### config.mk
export PLATFORM = sky130hd
export DESIGN_NAME = dq_reference_level
export DESIGN_NICKNAME = d
export VERILOG_FILES = /design/src/include/dq_ref_pkg.sv /design/src/include/dq_ref_copy_if.sv /design/src/design/dq_ref_copy_bank.sv /design/src/design/dq_reference_level.sv
export SDC_FILE = /design/constraint.sdc
export NUM_CORES = 1
export LEC_CHECK = 0
export BUFFER_PORTS_ARGS = -buffer_cell sky130_fd_sc_hd__buf_2
export CAP_MARGIN = 20
export CORE_UTILIZATION = 35
export CTS_CLUSTER_SIZE = 24
export DETAILED_ROUTE_END_ITERATION = 6
export SETUP_SLACK_MARGIN = 0.15
export SYNTH_ARGS = -nofsm -noshare
export SYNTH_HDL_FRONTEND = slang
export SYNTH_HIERARCHICAL = 1
export SYNTH_SLANG_ARGS = --single-unit
### constraint.sdc
create_clock -name clk_sys_in -period 5.55 [get_ports clk_sys_in]
set_clock_uncertainty 0.05 [all_clocks]
set_input_delay 0.2775 -clock clk_sys_in [delete_from_list [all_inputs] [get_ports clk_sys_in]]
set_output_delay 0.2775 -clock clk_sys_in [all_outputs]
set_load 0.02 [all_outputs]
### src/include/dq_ref_pkg.sv
// constants for the dq reference level mode register
// assumes one command clock and 6-bit mode register addresses
package dq_ref_pkg;

    // mode register addressing
    localparam int MR_ADDR_W = 6;
    localparam logic [MR_ADDR_W-1:0] ADDR_DQ_REF_LEVEL = 6'h0e;

    // register layout
    localparam int DATA_W = 8;
    localparam int CODE_W = 6;
    localparam int CODE_LSB = 0;
    localparam int RANGE_BIT = 6;
    localparam int RESERVED_BIT = 7;
    localparam int WORD_W = 7;

    // valid level codes stop here; higher codes are reserved
    localparam logic [CODE_W-1:0] CODE_MAX = 6'h32;

    // reset values
    localparam logic [CODE_W-1:0] CODE_RESET = 6'h0d;
    localparam logic RANGE_RESET = 1'b1;
    localparam logic [WORD_W-1:0] WORD_RESET = {RANGE_RESET, CODE_RESET};
    localparam logic [DATA_W-1:0] REG_RESET = 8'h4d;

    // set points
    localparam int NUM_SET_POINTS = 2;

    // reference level in tenths of a percent of the dq supply
    localparam int VREF_W = 10;
    localparam logic [VREF_W-1:0] VREF_BASE_R0_PM = 10'h064;
    localparam logic [VREF_W-1:0] VREF_BASE_R1_PM = 10'h0dc;
    localparam logic [VREF_W-1:0] VREF_STEP_PM = 10'h004;
    localparam logic [VREF_W-1:0] VREF_RESET_PM =
        VREF_BASE_R1_PM + VREF_STEP_PM * {4'h0, CODE_RESET};

    typedef logic [WORD_W-1:0] ref_word_t;

endpackage

### src/include/dq_ref_copy_if.sv
// connection between the register front end and the set-point copy bank
// assumes both ends run on the same command clock
`timescale 1ns/1ps
`default_nettype none

interface dq_ref_copy_if #(
    parameter int NUM_SP = dq_ref_pkg::NUM_SET_POINTS
);
    localparam int SEL_W = (NUM_SP > 1) ? $clog2(NUM_SP) : 1;

    logic wr_en;
    logic [SEL_W-1:0] wr_sel;
    dq_ref_pkg::ref_word_t wr_word;
    logic [SEL_W-1:0] rd_sel;
    dq_ref_pkg::ref_word_t rd_word;
    logic [SEL_W-1:0] op_sel;
    dq_ref_pkg::ref_word_t op_word;

    modport bank (
        input wr_en,
        input wr_sel,
        input wr_word,
        input rd_sel,
        input op_sel,
        output rd_word,
        output op_word
    );

    modport user (
        output wr_en,
        output wr_sel,
        output wr_word,
        output rd_sel,
        output op_sel,
        input rd_word,
        input op_word
    );

endinterface

`default_nettype wire

### src/design/dq_ref_copy_bank.sv
// per-set-point physical copies of the reference word
// assumes select inputs come from logic on the same clock
`timescale 1ns/1ps
`default_nettype none

module dq_ref_copy_bank #(
    parameter int NUM_SP = dq_ref_pkg::NUM_SET_POINTS
) (
    input wire logic clk_sys_in,     // command clock
    input wire logic rstn_in,        // async reset, active low
    dq_ref_copy_if.bank copy_bus     // write, read and operate ports
);

    dq_ref_pkg::ref_word_t copy_d [NUM_SP];
    dq_ref_pkg::ref_word_t copy_q [NUM_SP];

    ////////////////////////////////////////////////////////////////////////
    // one copy per set point
    for (genvar sp = 0; sp < NUM_SP; sp++)
    begin : g_copy
        always_comb
        begin
            copy_d[sp] = copy_q[sp];
            // only the access-selected copy takes the write
            if (copy_bus.wr_en && (int'(copy_bus.wr_sel) == sp))
            begin
                copy_d[sp] = copy_bus.wr_word; // [RULE5] [RULE8]
            end
        end

        always_ff @(posedge clk_sys_in or negedge rstn_in)
        begin
            if (!rstn_in)
            begin
                copy_q[sp] <= dq_ref_pkg::WORD_RESET; // [RULE11]
            end
            else
            begin
                copy_q[sp] <= copy_d[sp]; // [RULE7]
            end
        end
    end

    ////////////////////////////////////////////////////////////////////////
    // read and operate selection
    always_comb
    begin
        copy_bus.rd_word = copy_q[copy_bus.rd_sel]; // [RULE8]
        copy_bus.op_word = copy_q[copy_bus.op_sel]; // [RULE9]
    end

endmodule // dq_ref_copy_bank

`default_nettype wire

### src/design/dq_reference_level.sv
// dq reference level mode register: command decode, read driver, operating level
// assumes commands and set-point selects come from logic on the same clock
`timescale 1ns/1ps
`default_nettype none

// Overview of operation
// RULE1 - bits 5..0 hold the level code; codes above 110010 are reserved
// RULE2 - bit 6 picks reference range 0 or 1; range 1 after reset
// RULE3 - a register read places bits 7..0 onto dq 7..0
// RULE4 - on a read, bit 7 and any unused dq line return zero
// RULE5 - a write updates set point 0 or 1 copy per the access select
// RULE6 - controller gives range and level code together in one write
// RULE7 - written values hold until rewritten or reset
// RULE8 - two copies per bit; reads and writes reach the access-selected copy
// RULE9 - operation uses only the active-selected copy; the other is ignored
// RULE10 - level is 10.0% or 22.0% plus 0.4% per code step; default 001101
// RULE11 - reset loads both copies with range 1 and code 001101, reading 0x4d
module dq_reference_level #(
    parameter int NUM_SP = dq_ref_pkg::NUM_SET_POINTS
) (
    input wire logic clk_sys_in,                                  // command clock, 125 MHz
    input wire logic rstn_in,                                     // async reset, active low
    input wire logic mrw_valid_in,                                // mode register write command
    input wire logic mrr_valid_in,                                // mode register read command
    input wire logic [dq_ref_pkg::MR_ADDR_W-1:0] mr_addr_in,      // mode register address
    input wire logic [dq_ref_pkg::DATA_W-1:0] mr_wdata_in,        // write operand
    input wire logic set_point_access_sel_in,                     // copy reached by commands
    input wire logic set_point_active_sel_in,                     // copy used for operation
    output logic [dq_ref_pkg::DATA_W-1:0] dq_out,                 // read data onto dq
    output logic dq_oe_n_out,                                     // dq drive enable, low drives
    output logic mrr_data_valid_out,                              // read data present
    output logic [dq_ref_pkg::CODE_W-1:0] active_level_code_out,  // operating level code
    output logic active_range_out,                                // operating range select
    output logic [dq_ref_pkg::VREF_W-1:0] active_vref_pm_out,     // level, tenths of a percent
    output logic active_code_reserved_out                         // operating code is reserved
);

    typedef enum logic [0:0] {
        RD_IDLE,
        RD_DRIVE
    } rd_state_t;

    localparam int SEL_W = (NUM_SP > 1) ? $clog2(NUM_SP) : 1;

    dq_ref_copy_if #(.NUM_SP(NUM_SP)) copy_bus ();

    logic addr_hit;
    logic rd_hit;

    rd_state_t rd_state_d;
    rd_state_t rd_state_q;
    logic [dq_ref_pkg::DATA_W-1:0] dq_d;
    logic [dq_ref_pkg::DATA_W-1:0] dq_q;
    logic dq_oe_n_d;
    logic dq_oe_n_q;

    logic [dq_ref_pkg::CODE_W-1:0] op_code_d;
    logic [dq_ref_pkg::CODE_W-1:0] op_code_q;
    logic op_range_d;
    logic op_range_q;
    logic [dq_ref_pkg::VREF_W-1:0] op_vref_d;
    logic [dq_ref_pkg::VREF_W-1:0] op_vref_q;
    logic op_reserved_d;
    logic op_reserved_q;

    ////////////////////////////////////////////////////////////////////////
    // command decode towards the copy bank
    always_comb
    begin
        addr_hit = (mr_addr_in == dq_ref_pkg::ADDR_DQ_REF_LEVEL);
        rd_hit = mrr_valid_in && addr_hit;
        copy_bus.wr_en = mrw_valid_in && addr_hit;
        copy_bus.wr_sel = SEL_W'(set_point_access_sel_in); // [RULE5]
        // range and code land together; the reserved bit is dropped
        copy_bus.wr_word = mr_wdata_in[dq_ref_pkg::WORD_W-1:0]; // [RULE6] [RULE1] [RULE2]
        copy_bus.rd_sel = SEL_W'(set_point_access_sel_in); // [RULE8]
        copy_bus.op_sel = SEL_W'(set_point_active_sel_in); // [RULE9]
    end

    dq_ref_copy_bank #(
        .NUM_SP(NUM_SP)
    ) u_copy_bank (
        .clk_sys_in(clk_sys_in),
        .rstn_in(rstn_in),
        .copy_bus(copy_bus)
    );

    ////////////////////////////////////////////////////////////////////////
    // read driver: one cycle of data per accepted read
    always_comb
    begin
        rd_state_d = RD_IDLE;
        dq_d = '0;
        dq_oe_n_d = 1'b1;
        if (rd_hit)
        begin
            rd_state_d = RD_DRIVE;
            dq_oe_n_d = 1'b0;
            dq_d[dq_ref_pkg::WORD_W-1:0] = copy_bus.rd_word; // [RULE3]
            dq_d[dq_ref_pkg::RESERVED_BIT] = 1'b0; // [RULE4]
        end
    end

    always_ff @(posedge clk_sys_in or negedge rstn_in)
    begin
        if (!rstn_in)
        begin
            rd_state_q <= RD_IDLE;
            dq_q <= '0;
            dq_oe_n_q <= 1'b1;
        end
        else
        begin
            rd_state_q <= rd_state_d;
            dq_q <= dq_d;
            dq_oe_n_q <= dq_oe_n_d;
        end
    end

    ////////////////////////////////////////////////////////////////////////
    // operating level from the active copy
    always_comb
    begin
        op_code_d = copy_bus.op_word[dq_ref_pkg::CODE_LSB +: dq_ref_pkg::CODE_W]; // [RULE1]
        op_range_d = copy_bus.op_word[dq_ref_pkg::RANGE_BIT]; // [RULE2]
        op_reserved_d = (op_code_d > dq_ref_pkg::CODE_MAX); // [RULE1]
        // linear map from the range base in 0.4 percent steps
        unique case (op_range_d)
            1'b0:
            begin
                op_vref_d = dq_ref_pkg::VREF_BASE_R0_PM
                    + VREF_MUL(op_code_d); // [RULE10]
            end
            1'b1:
            begin
                op_vref_d = dq_ref_pkg::VREF_BASE_R1_PM
                    + VREF_MUL(op_code_d); // [RULE10]
            end
        endcase
    end

    function automatic logic [dq_ref_pkg::VREF_W-1:0] VREF_MUL(
        input logic [dq_ref_pkg::CODE_W-1:0] code
    );
        logic [dq_ref_pkg::VREF_W-1:0] wide;
        wide = {{(dq_ref_pkg::VREF_W - dq_ref_pkg::CODE_W){1'b0}}, code};
        return dq_ref_pkg::VREF_W'(wide * dq_ref_pkg::VREF_STEP_PM);
    endfunction

    always_ff @(posedge clk_sys_in or negedge rstn_in)
    begin
        if (!rstn_in)
        begin
            op_code_q <= dq_ref_pkg::CODE_RESET; // [RULE11]
            op_range_q <= dq_ref_pkg::RANGE_RESET; // [RULE11]
            op_vref_q <= dq_ref_pkg::VREF_RESET_PM; // [RULE10]
            op_reserved_q <= 1'b0;
        end
        else
        begin
            op_code_q <= op_code_d;
            op_range_q <= op_range_d;
            op_vref_q <= op_vref_d;
            op_reserved_q <= op_reserved_d;
        end
    end

    ////////////////////////////////////////////////////////////////////////
    // outputs straight from flops
    always_comb
    begin
        dq_out = dq_q;
        dq_oe_n_out = dq_oe_n_q;
        mrr_data_valid_out = (rd_state_q == RD_DRIVE);
        active_level_code_out = op_code_q;
        active_range_out = op_range_q;
        active_vref_pm_out = op_vref_q;
        active_code_reserved_out = op_reserved_q;
    end

endmodule // dq_reference_level

`default_nettype wire

==> results of run 1 <==
-- report_power, final --
part	switching (mW)	leakage (nW)	internal (mW)	total [mW]
Clock	0.0889	0.0482	0.100	0.189
Sequential	0.00846	0.458	0.307	0.315
Combinational	0.0605	0.499	0.0436	0.104
-- layer usage --
metal	vias to the layer above	part of all wire, %	GRT usage (%)
met5	-	0	0
met1	485	43	14.5
met2	29	49	22.6
li1	475	-	-
met4	0	2.8	7.63
met3	9	5.0	4.92
-- logic make-up after synthesis --
group / after synthesis / synth area share [%]
AO/OA/AOI/OAI: 7 / 2.44
XOR/XNOR: 4 / 2.07
adder cells (fa/ha/maj): 5 / 4.14
buffers and inverters: 12 / 4.14
flip-flops: 38 / 57.3
multiplexers: 28 / 20.2
other: 1 / 0.222
AND/OR/NAND/NOR: 21 / 9.47
-- final cells by class --
class,count,area share [%]
timing repair buffer,42,10.4
sequential,38,48.0
clock buffer,7,4.28
multi-input combinational,69,32.9
inverter,5,0.930
tap,52,3.22
clock inverter,1,0.248
-- through the flow --
step / worst slack (ps) / util (%) / instances / power (mW)
3_5_place_dp: 3570 / 42.8 / 206 / 0.426
5_1_grt: 3570 / 44.8 / 214 / 0.639
4_1_cts: 3660 / 44.8 / 214 / 0.618
6_report: 3680 / 44.8 / 214 / 0.608
2_1_floorplan: 3770 / - / 119 / 0.390
3_3_place_gp: 3590 / 42.8 / 206 / 0.423
-- cells in the mapped netlist, types with 2 or more instances --
cell type  number  area (sq um)
a211oi_1        2          15.0
and2_1          7          43.8
buf_2           2          10.0
buf_4           4          30.0
dfrtp_1        23           576
dfstp_2        15           394
ha_1            4          50.1
inv_1           5          18.8
mux2_2         21           236
mux2_4          7           105
nor2_1          5          18.8
o21ai_0         3          15.0
xor2_1          3          26.3
-- critical path, cell delays in order (launching register included) --
cell and delay, ps:
dfstp_2 540, mux2_2 200, inv_1 80, fa_1 460, nor2b_1 160, o22ai_1 110, xor2_1 140
-- layout by cell type (no fill, tap or decap), drive strengths merged --
| cell | Yosys | routed |
|---|---|---|
| nor2 | 5 | 5 |
| and2 | 7 | 7 |
| dfstp | 15 | 15 |
| nor4b | 2 | 2 |
| clkinv | 0 | 1 |
| o22ai | 1 | 1 |
| xnor2 | 1 | 1 |
| inv | 5 | 5 |
| buf | 7 | 42 |
| nor3 | 1 | 1 |
| a211oi | 2 | 2 |
| nand4b | 1 | 1 |
| mux2 | 28 | 28 |
| or2 | 1 | 1 |
| dfrtp | 23 | 23 |
| clkbuf | 0 | 7 |
| xor2 | 3 | 3 |
| conb | 1 | 4 |
| a21oi | 1 | 1 |
| nor2b | 2 | 2 |
| ha | 4 | 4 |
| nand2 | 2 | 2 |
| o21ai | 3 | 3 |
| fa | 1 | 1 |
-- state kept, by name (all words and copies together) (netlist names) --
name	count
active_code_reserved_out	1
active_level_code_out	6
active_range_out	1
active_vref_pm_out	7
dq_oe_n_out	1
dq_out	7
mrr_data_valid_out	1
u_copy_bank/copy_q	14
-- worst paths after layout --
kind,slack [ps],endpoint,startpoint,depth (start not counted)
setup reg to reg,3680,active_vref_pm_out[6]$_DFF_PN0_,u_copy_bank/copy_q[7]$_DFFE_PN1P_,6
hold reg to reg,480,u_copy_bank/copy_q[1]$_DFFE_PN0P_,u_copy_bank/copy_q[1]$_DFFE_PN0P_,1
min in group clk_sys_in,180,mrr_data_valid_out$_DFF_PN0_,mr_addr_in[4],2
hold / removal,30,dq_out[6]$_DFF_PN0_,rstn_in,1
max in group asynchronous,4900,active_vref_pm_out[7]$_DFF_PN0_,rstn_in,1
setup / recovery,3680,active_vref_pm_out[6]$_DFF_PN0_,u_copy_bank/copy_q[7]$_DFFE_PN1P_,6
==> reports/results.tsv, run 1 <==
metric	value	unit
antenna_cells	0	
path_class	flip-flop to flip-flop	
first_global_vias	1079	
coreArea	4500	sq um
status	finished, final reports clean	
grt_pass1_wl	5000	um
nFillCells	419	
min_path_type	input pin to asynchronous set/reset pin	
hold_slack	32.3	ps
rsz0062_at_grt	false	
clkSinkCount	38	
worst_pin_slew	825	ps
clockRootBuffer	clkbuf_8	
initialDrtViolationCount	34	
fin_crit_sh	33.6	%
start_util	37.6	%
report.final.slew_viol_count	0	
ys_warn_count	6	
drv_cap	0	
grt-ovfl-total	0	
critPathCaptureType	flip-flop	
period_needed	1870	ps
wl_per_cell	14.0	um
synth_edf_count	0	
synthFlopType	dfrtp_1	
worstPathArrival	1980	ps
crit_fanout	4	
required	5660	ps
dpl_cell_area	1930	sq um
seq_area	970	sq um
cts_tree	built	
final_area	2020	sq um
place_congestion	0.720	
maxSlewHeadroom	45.0	%
wirelength	3000	um
max_clock_freq	0.535	GHz
antenna_found_initial	0	
fin_setup_tns	0	ps
clk_pin_slew	70	ps
syn2layout_area_growth	19.3	%
htree_num_levels	2	
power.leakage	1.01	nW
avgSynthCellArea	14.6	sq um
critPathLaunchType	flip-flop	
port_buffers	42	
syn_inst	116	
drt-pass1-iter-count	4	
ys_async_sr_fraction	100	%
die_w	71.5	um
fin_nets	186	
ant_nets	0	
drc_errors	0	
grt_usage	13.4	%
routed-via-count	998	
ios	48	
drive_gt1_share	59.9	%
synth-seq-cells	38	
grt_max_degree	39	
multiInputGateArea	663	sq um
synth_seq_area_share	57.3	%
yosysUniqueCellTypes	28	
rows	24	
cts_buffers	5	
post_cts_buffers	0	
die_y	71.5	um
syn_area	1690	sq um
clk_latency	290	ps
hpwl	2200	um
p_per_area	301	nW/um^2
viasPerCell	4.66	
hold_viol_final	0	
cts.path.max_buffers	2	
setup_viol	0	
die_area	5120	sq um
cts_hold_buf	0	
ctsResizeCount	0	
ir_worst_vdd	0.0000892	V
Power figures use the tool's default switching activity.
==> run 2: changes to the inputs <==
clock period = 1.9 ns   (was 5.55 ns; I/O delays follow)
==> run 2 against run 1 <==
Net effect:
- via count is 5.8% higher
- fmax is 11% higher
- sequential share of layout area is 2.6 points lower
- clock power grew to 2.7 times the previous value
- sequential power grew to 2.9 times the previous value
- worst setup slack worse by 3500 ps
- largest power group unchanged
- sequential cell count stayed put
==> reports/results.tsv, run 2 (synthesis results as in run 1) <==
metric	value	unit	change
status	finished, final reports clean		
drc_errors	0		unchanged
crit_fanout	4		unchanged
ir_worst_vdd	0.000258	V	+190%
final_cell_mix	buf_2, dfrtp_1, mux2_2, dfstp_2, mux2_4		
nFillCells	440		+5.0%
routed-wl-met2	1600	um	+8.6%
p_seq_share	52.2	%	+0.4 points
antenna_cells	0		unchanged
fin_setup_tns	0	ps	unchanged
htree_num_levels	2		unchanged
hold_viol_final	0		unchanged
comb_power_share	19.0	%	+1.9 points
fin_crit_sh	88.4	%	+55 points
worstPathArrival	1800	ps	-180 ps
critPathLaunchType	flip-flop		
regMostFlops	u_copy_bank/copy_q		
power.switching	0.468	mW	+200%
clockRootBuffer	clkbuf_8		
drive_gt1_share	60.5	%	+0.59 points
reg2reg_slack	220	ps	-3460 ps
wirelength	3120	um	+4.1%
power.leakage	1.05	nW	+4.7%
drt-met1-wl	1330	um	+3.3%
hold_path_end	u_copy_bank/copy_q[8]$_DFFE_PN0P_		
min_from	mr_wdata_in[1]		
die_area	5120	sq um	unchanged
die_w	71.5	um	unchanged
r2r_cells	5		-1
holdPathStages	2		
grt_pass1_wl	5130	um	+2.5%
required	2020	ps	-3640 ps
fin_nets	197		+5.9%
clk_latency	280	ps	about the same
internal-power	1.30	mW	+190%
coreArea	4500	sq um	unchanged
setup_viol	0		unchanged
rsz0062_at_grt	false		
syn2layout_area_growth	26.0	%	
maxSlewHeadroom	45.8	%	+0.79 points
report.final.slew_viol_count	0		unchanged
start_util	37.6	%	unchanged
drv_cap	0		unchanged
routed-via-count	1056		+5.8%
hold_slack	12.3	ps	-20.0 ps
power.switching_fraction	26.5	%	+0.53 points
timing.rr.start	u_copy_bank/copy_q[8]$_DFFE_PN0P_		
ant_nets	0		unchanged
initialDrtViolationCount	43		+26%
rows	24		unchanged
worst_pin_slew	813	ps	-11.8 ps
clk_pin_slew	70	ps	about the same
clkSinkCount	38		unchanged
topRoutingLayerUsed	met4		
drt-pass1-iter-count	4		unchanged
first_global_vias	1085		+0.56%
min_path_type	input pin to flip-flop		
grt_usage	13.4	%	+0.066 points
power_frac_clock	28.9	%	-2.2 points
port_buffers	42		unchanged
final_common_cell	buf_2		
cts.path.max_buffers	2		unchanged
grt-ovfl-total	0		unchanged
largest_reg_flops	14		unchanged
cts_buffers	5		unchanged
wl_per_cell	13.9	um	-0.54%
viasPerCell	4.71		+1.1%
critPathCaptureType	flip-flop		
max_clock_freq	0.596	GHz	+11%
p_per_area	829	nW/um^2	+180%
cts_tree	built		
grt_max_degree	39		unchanged
reg2reg_to	active_vref_pm_out[7]$_DFF_PN0_		
antenna_found_initial	0		unchanged
die_y	71.5	um	unchanged
met3_length	139	um	-7.3%
hpwl	2210	um	+0.46%
period_needed	1680	ps	-189 ps
path_class	flip-flop to flip-flop		
ios	48		unchanged
place_congestion	0.760		+5.5%
run 2: cell types whose count changed in the layout (fill, tap and decap cells not counted), sizes merged:
cell         change
buf              +3
clkinv           -1
dlygate4sd3      +8
run 2: metal layers:
metal / vias up / global-route usage (%)
met5: - / 0
met2: 30 / 23.4
met3: 4 / 4.22
met4: 0 / 5.88
li1: 496 / -
met1: 526 / 15.2
run 2: power by group through the flow:
stage	logic [mW]	clock network [mW]	registers [mW]
detailed placement	0.311	0	0.936
global placement	0.307	0	0.932
floorplan	0.148	0	0.991
global route	0.366	0.563	0.929
CTS	0.329	0.534	0.923
finish	0.335	0.510	0.923
run 2: worst max-delay path by stage:
stage | startpoint | end | slack (ps) | depth (start not counted)
6_report | u_copy_bank/copy_q[8]$_DFFE_PN0P_ | active_vref_pm_out[7]$_DFF_PN0_ | 220 | 5
3_5_place_dp | u_copy_bank/copy_q[13]$_DFFE_PN1P_ | active_vref_pm_out[6]$_DFF_PN0_ | 60 | 6
3_3_place_gp | u_copy_bank/copy_q[13]$_DFFE_PN1P_ | active_vref_pm_out[6]$_DFF_PN0_ | 60 | 6
5_1_grt | u_copy_bank/copy_q[9]$_DFFE_PN1P_ | active_vref_pm_out[6]$_DFF_PN0_ | 150 | 5
2_1_floorplan | u_copy_bank/copy_q[7]$_DFFE_PN1P_ | active_vref_pm_out[6]$_DFF_PN0_ | 160 | 6
4_1_cts | u_copy_bank/copy_q[7]$_DFFE_PN1P_ | active_vref_pm_out[6]$_DFF_PN0_ | 140 | 6
run 2: repair_timing:
item	in CTS	in global routing
pin swaps	0	1
endpoints found under the hold margin	29	0
hold buffers	8	0
setup buffers	0	2
resized for setup	3	6
setup endpoints to repair	3	3
run 2: per-stage QoR:
step	worst slack, ps	instances	total power, mW	cell area (sq um)	util [%]
2_1_floorplan	163	119	1.14	1700	-
3_3_place_gp	56.8	207	1.24	1930	42.9
3_5_place_dp	56.2	207	1.25	1930	42.9
4_1_cts	143	222	1.79	2100	46.7
5_1_grt	151	224	1.86	2130	47.3
6_report	221	224	1.77	2130	47.3
run 2: layout make-up:
cell class | instances | area (sq um) | area share [%]
Multi-Input combinational cell | 69 | 689 | 32.3
Tap cell | 52 | 65.1 | 3.05
Inverter | 5 | 18.8 | 0.880
Sequential cell | 38 | 970 | 45.5
Clock buffer | 7 | 76.3 | 3.58
Timing Repair Buffer | 53 | 313 | 14.7
run 2: worst max-delay path, cell delays in order (launching register included):
cell and delay, ps:
dfrtp_1 400, mux2_2 320, ha_1 320, a211oi_2 220, o21ai_1 110, xor2_1 140
==> run 3: changes to the inputs <==
CTS_BUF_LIST = sky130_fd_sc_hd__clkbuf_2   (was default)
==> run 3 against run 2 <==
Net effect:
- core utilization is 0.67 points higher
- combinational power is 5% higher
- critical path depth is 1 higher
- final area is 1.4% higher
- clock power is 33% lower
- fmax is 2.5% lower
- wire length is 3.0% higher
- largest cell class unchanged
- count of clock-buffer cells in the layout stayed put
- highest routed layer unchanged
==> reports/results.tsv, run 3 (synthesis results as in run 1) <==
metric	value	unit	change
status	finished, final reports clean		
die_y	71.5	um	unchanged
die_w	71.5	um	unchanged
timing.rr.start	u_copy_bank/copy_q[6]$_DFFE_PN1P_		
fin_nets	203		+3.0%
syn2layout_area_growth	27.8	%	
layout.cells.non_filler	230		+2.7%
drive_gt1_share	61.8	%	+1.3 points
grt_usage	13.6	%	+0.16 points
min_path_type	input pin to flip-flop		
report.final.slew_viol_count	0		unchanged
htree_num_levels	2		unchanged
drt-pass1-iter-count	3		-1
setup_viol	0		unchanged
ir_worst_vdd	0.000196	V	-24%
required	2140	ps	+120 ps
maxSlewHeadroom	46.2	%	+0.40 points
critPathLaunch	u_copy_bank/copy_q[6]$_DFFE_PN1P_		
path_class	flip-flop to flip-flop		
critPathCaptureType	flip-flop		
port_buffers	42		unchanged
routed-wl-met2	1660	um	+3.5%
ant_nets	0		unchanged
antenna_found_initial	0		unchanged
regMostFlops	u_copy_bank/copy_q		
wl_per_cell	14.0	um	+0.36%
met3_length	133	um	-4.3%
hpwl	2210	um	unchanged
finish.utilization	48.0	%	+0.67 points
place_congestion	0.760		unchanged
viasPerCell	4.70		-0.40%
reg2reg_slack	180	ps	-40 ps
max_clock_freq	0.581	GHz	-2.5%
r2r_cells	6		+1
grt_pass1_wl	5220	um	+1.9%
antenna_cells	0		unchanged
final_cell_mix	buf_2, dfrtp_1, mux2_2, dfstp_2, dlygate4sd3_1		
clk_latency	390	ps	+110 ps
worstPathArrival	1960	ps	+160 ps
rows	24		unchanged
cts.path.max_buffers	2		unchanged
start_util	37.6	%	unchanged
drt-met1-wl	1360	um	+2.7%
critPathLaunchType	flip-flop		
worst_pin_slew	807	ps	-6.04 ps
clkSinkCount	38		unchanged
rsz0062_at_grt	true		
largest_reg_flops	14		unchanged
hold_viol_final	0		unchanged
coreArea	4500	sq um	unchanged
cts_buffers	5		unchanged
drc_errors	0		unchanged
final_common_cell	buf_2		
die_area	5120	sq um	unchanged
topRoutingLayerUsed	met4		
min_from	mrr_valid_in		
routed-via-count	1080		+2.3%
crit_fanout	5		+1
reg2reg_to	active_vref_pm_out[6]$_DFF_PN0_		
ios	48		unchanged
power.leakage	1.07	nW	+2.0%
period_needed	1720	ps	+42.3 ps
grt_max_degree	39		unchanged
clk_pin_slew	180	ps	+110 ps
drv_cap	0		unchanged
wirelength	3220	um	+3.0%
fin_setup_tns	0	ps	unchanged
dp_cells	207		unchanged
p_per_area	747	nW/um^2	-9.9%
cts_tree	built		
grt-ovfl-total	0		unchanged
initialDrtViolationCount	57		+33%
fin_crit_sh	90.6	%	+2.2 points
hold_slack	65.3	ps	+53.0 ps
first_global_vias	1104		+1.8%
endpoint	active_vref_pm_out[6]$_DFF_PN0_		
clockRootBuffer	clkbuf_2		
## run 3: cell type report
cell class / count / area [sq um]
clock buffer: 7 / 35.0
fill: 441 / 2340
inverter: 5 / 21.3
multi-input combinational: 69 / 693
sequential: 38 / 970
tap: 52 / 65.1
timing repair buffer: 59 / 378
## run 3: repair_timing
item / CTS / global route
endpoints found under the hold margin: 42 / 0
buffers inserted: 2 / 3
gates resized for setup: 3 / 9
pin swaps: 1 / 3
setup endpoints to repair: 3 / 6
hold buffers: 11 / 0
## run 3: power breakdown
| group | total, mW | leakage (nW) | switching (mW) | internal (mW) |
|---|---|---|---|---|
| clock | 0.342 | 0.0291 | 0.246 | 0.0958 |
| sequential | 0.921 | 0.458 | 0.0255 | 0.896 |
| combinational | 0.351 | 0.587 | 0.191 | 0.161 |
## run 3: routing by layer
metal,vias up,track usage (%)
met5,-,0
met4,0,5.23
met3,6,4.22
met2,27,23.4
met1,542,16.0
li1,505,-
## run 3: worst max-delay path, stage by stage, from the launching register on
cell     delay (ps)
dfstp_2         570
mux2_4          190
inv_4            50
fa_2            410
nor2b_4         140
o22ai_2          70
xor2_1          140
## run 3: stage by stage
| step | power (mW) | instance area (sq um) | setup WS [ps] |
|---|---|---|---|
| finish | 1.61 | 2160 | 179 |
| global route | 1.70 | 2160 | 128 |
| CTS | 1.62 | 2110 | 150 |
| detailed placement | 1.25 | 1930 | 56.2 |
| global placement | 1.24 | 1930 | 56.8 |
| floorplan | 1.14 | 1700 | 163 |
## run 3: how the worst min path moves through the flow
stage / endpoint / slack (ps) / cells after the start
detailed placement: mrr_data_valid_out$_DFF_PN0_ / 190 / 1
global route: dq_out[4]$_DFF_PN0_ / 30 / 3
finish: dq_out[2]$_DFF_PN0_ / 70 / 3
CTS: dq_out[6]$_DFF_PN0_ / 50 / 3
floorplan: active_code_reserved_out$_DFF_PN0_ / -250 / 0
global placement: mrr_data_valid_out$_DFF_PN0_ / 170 / 1
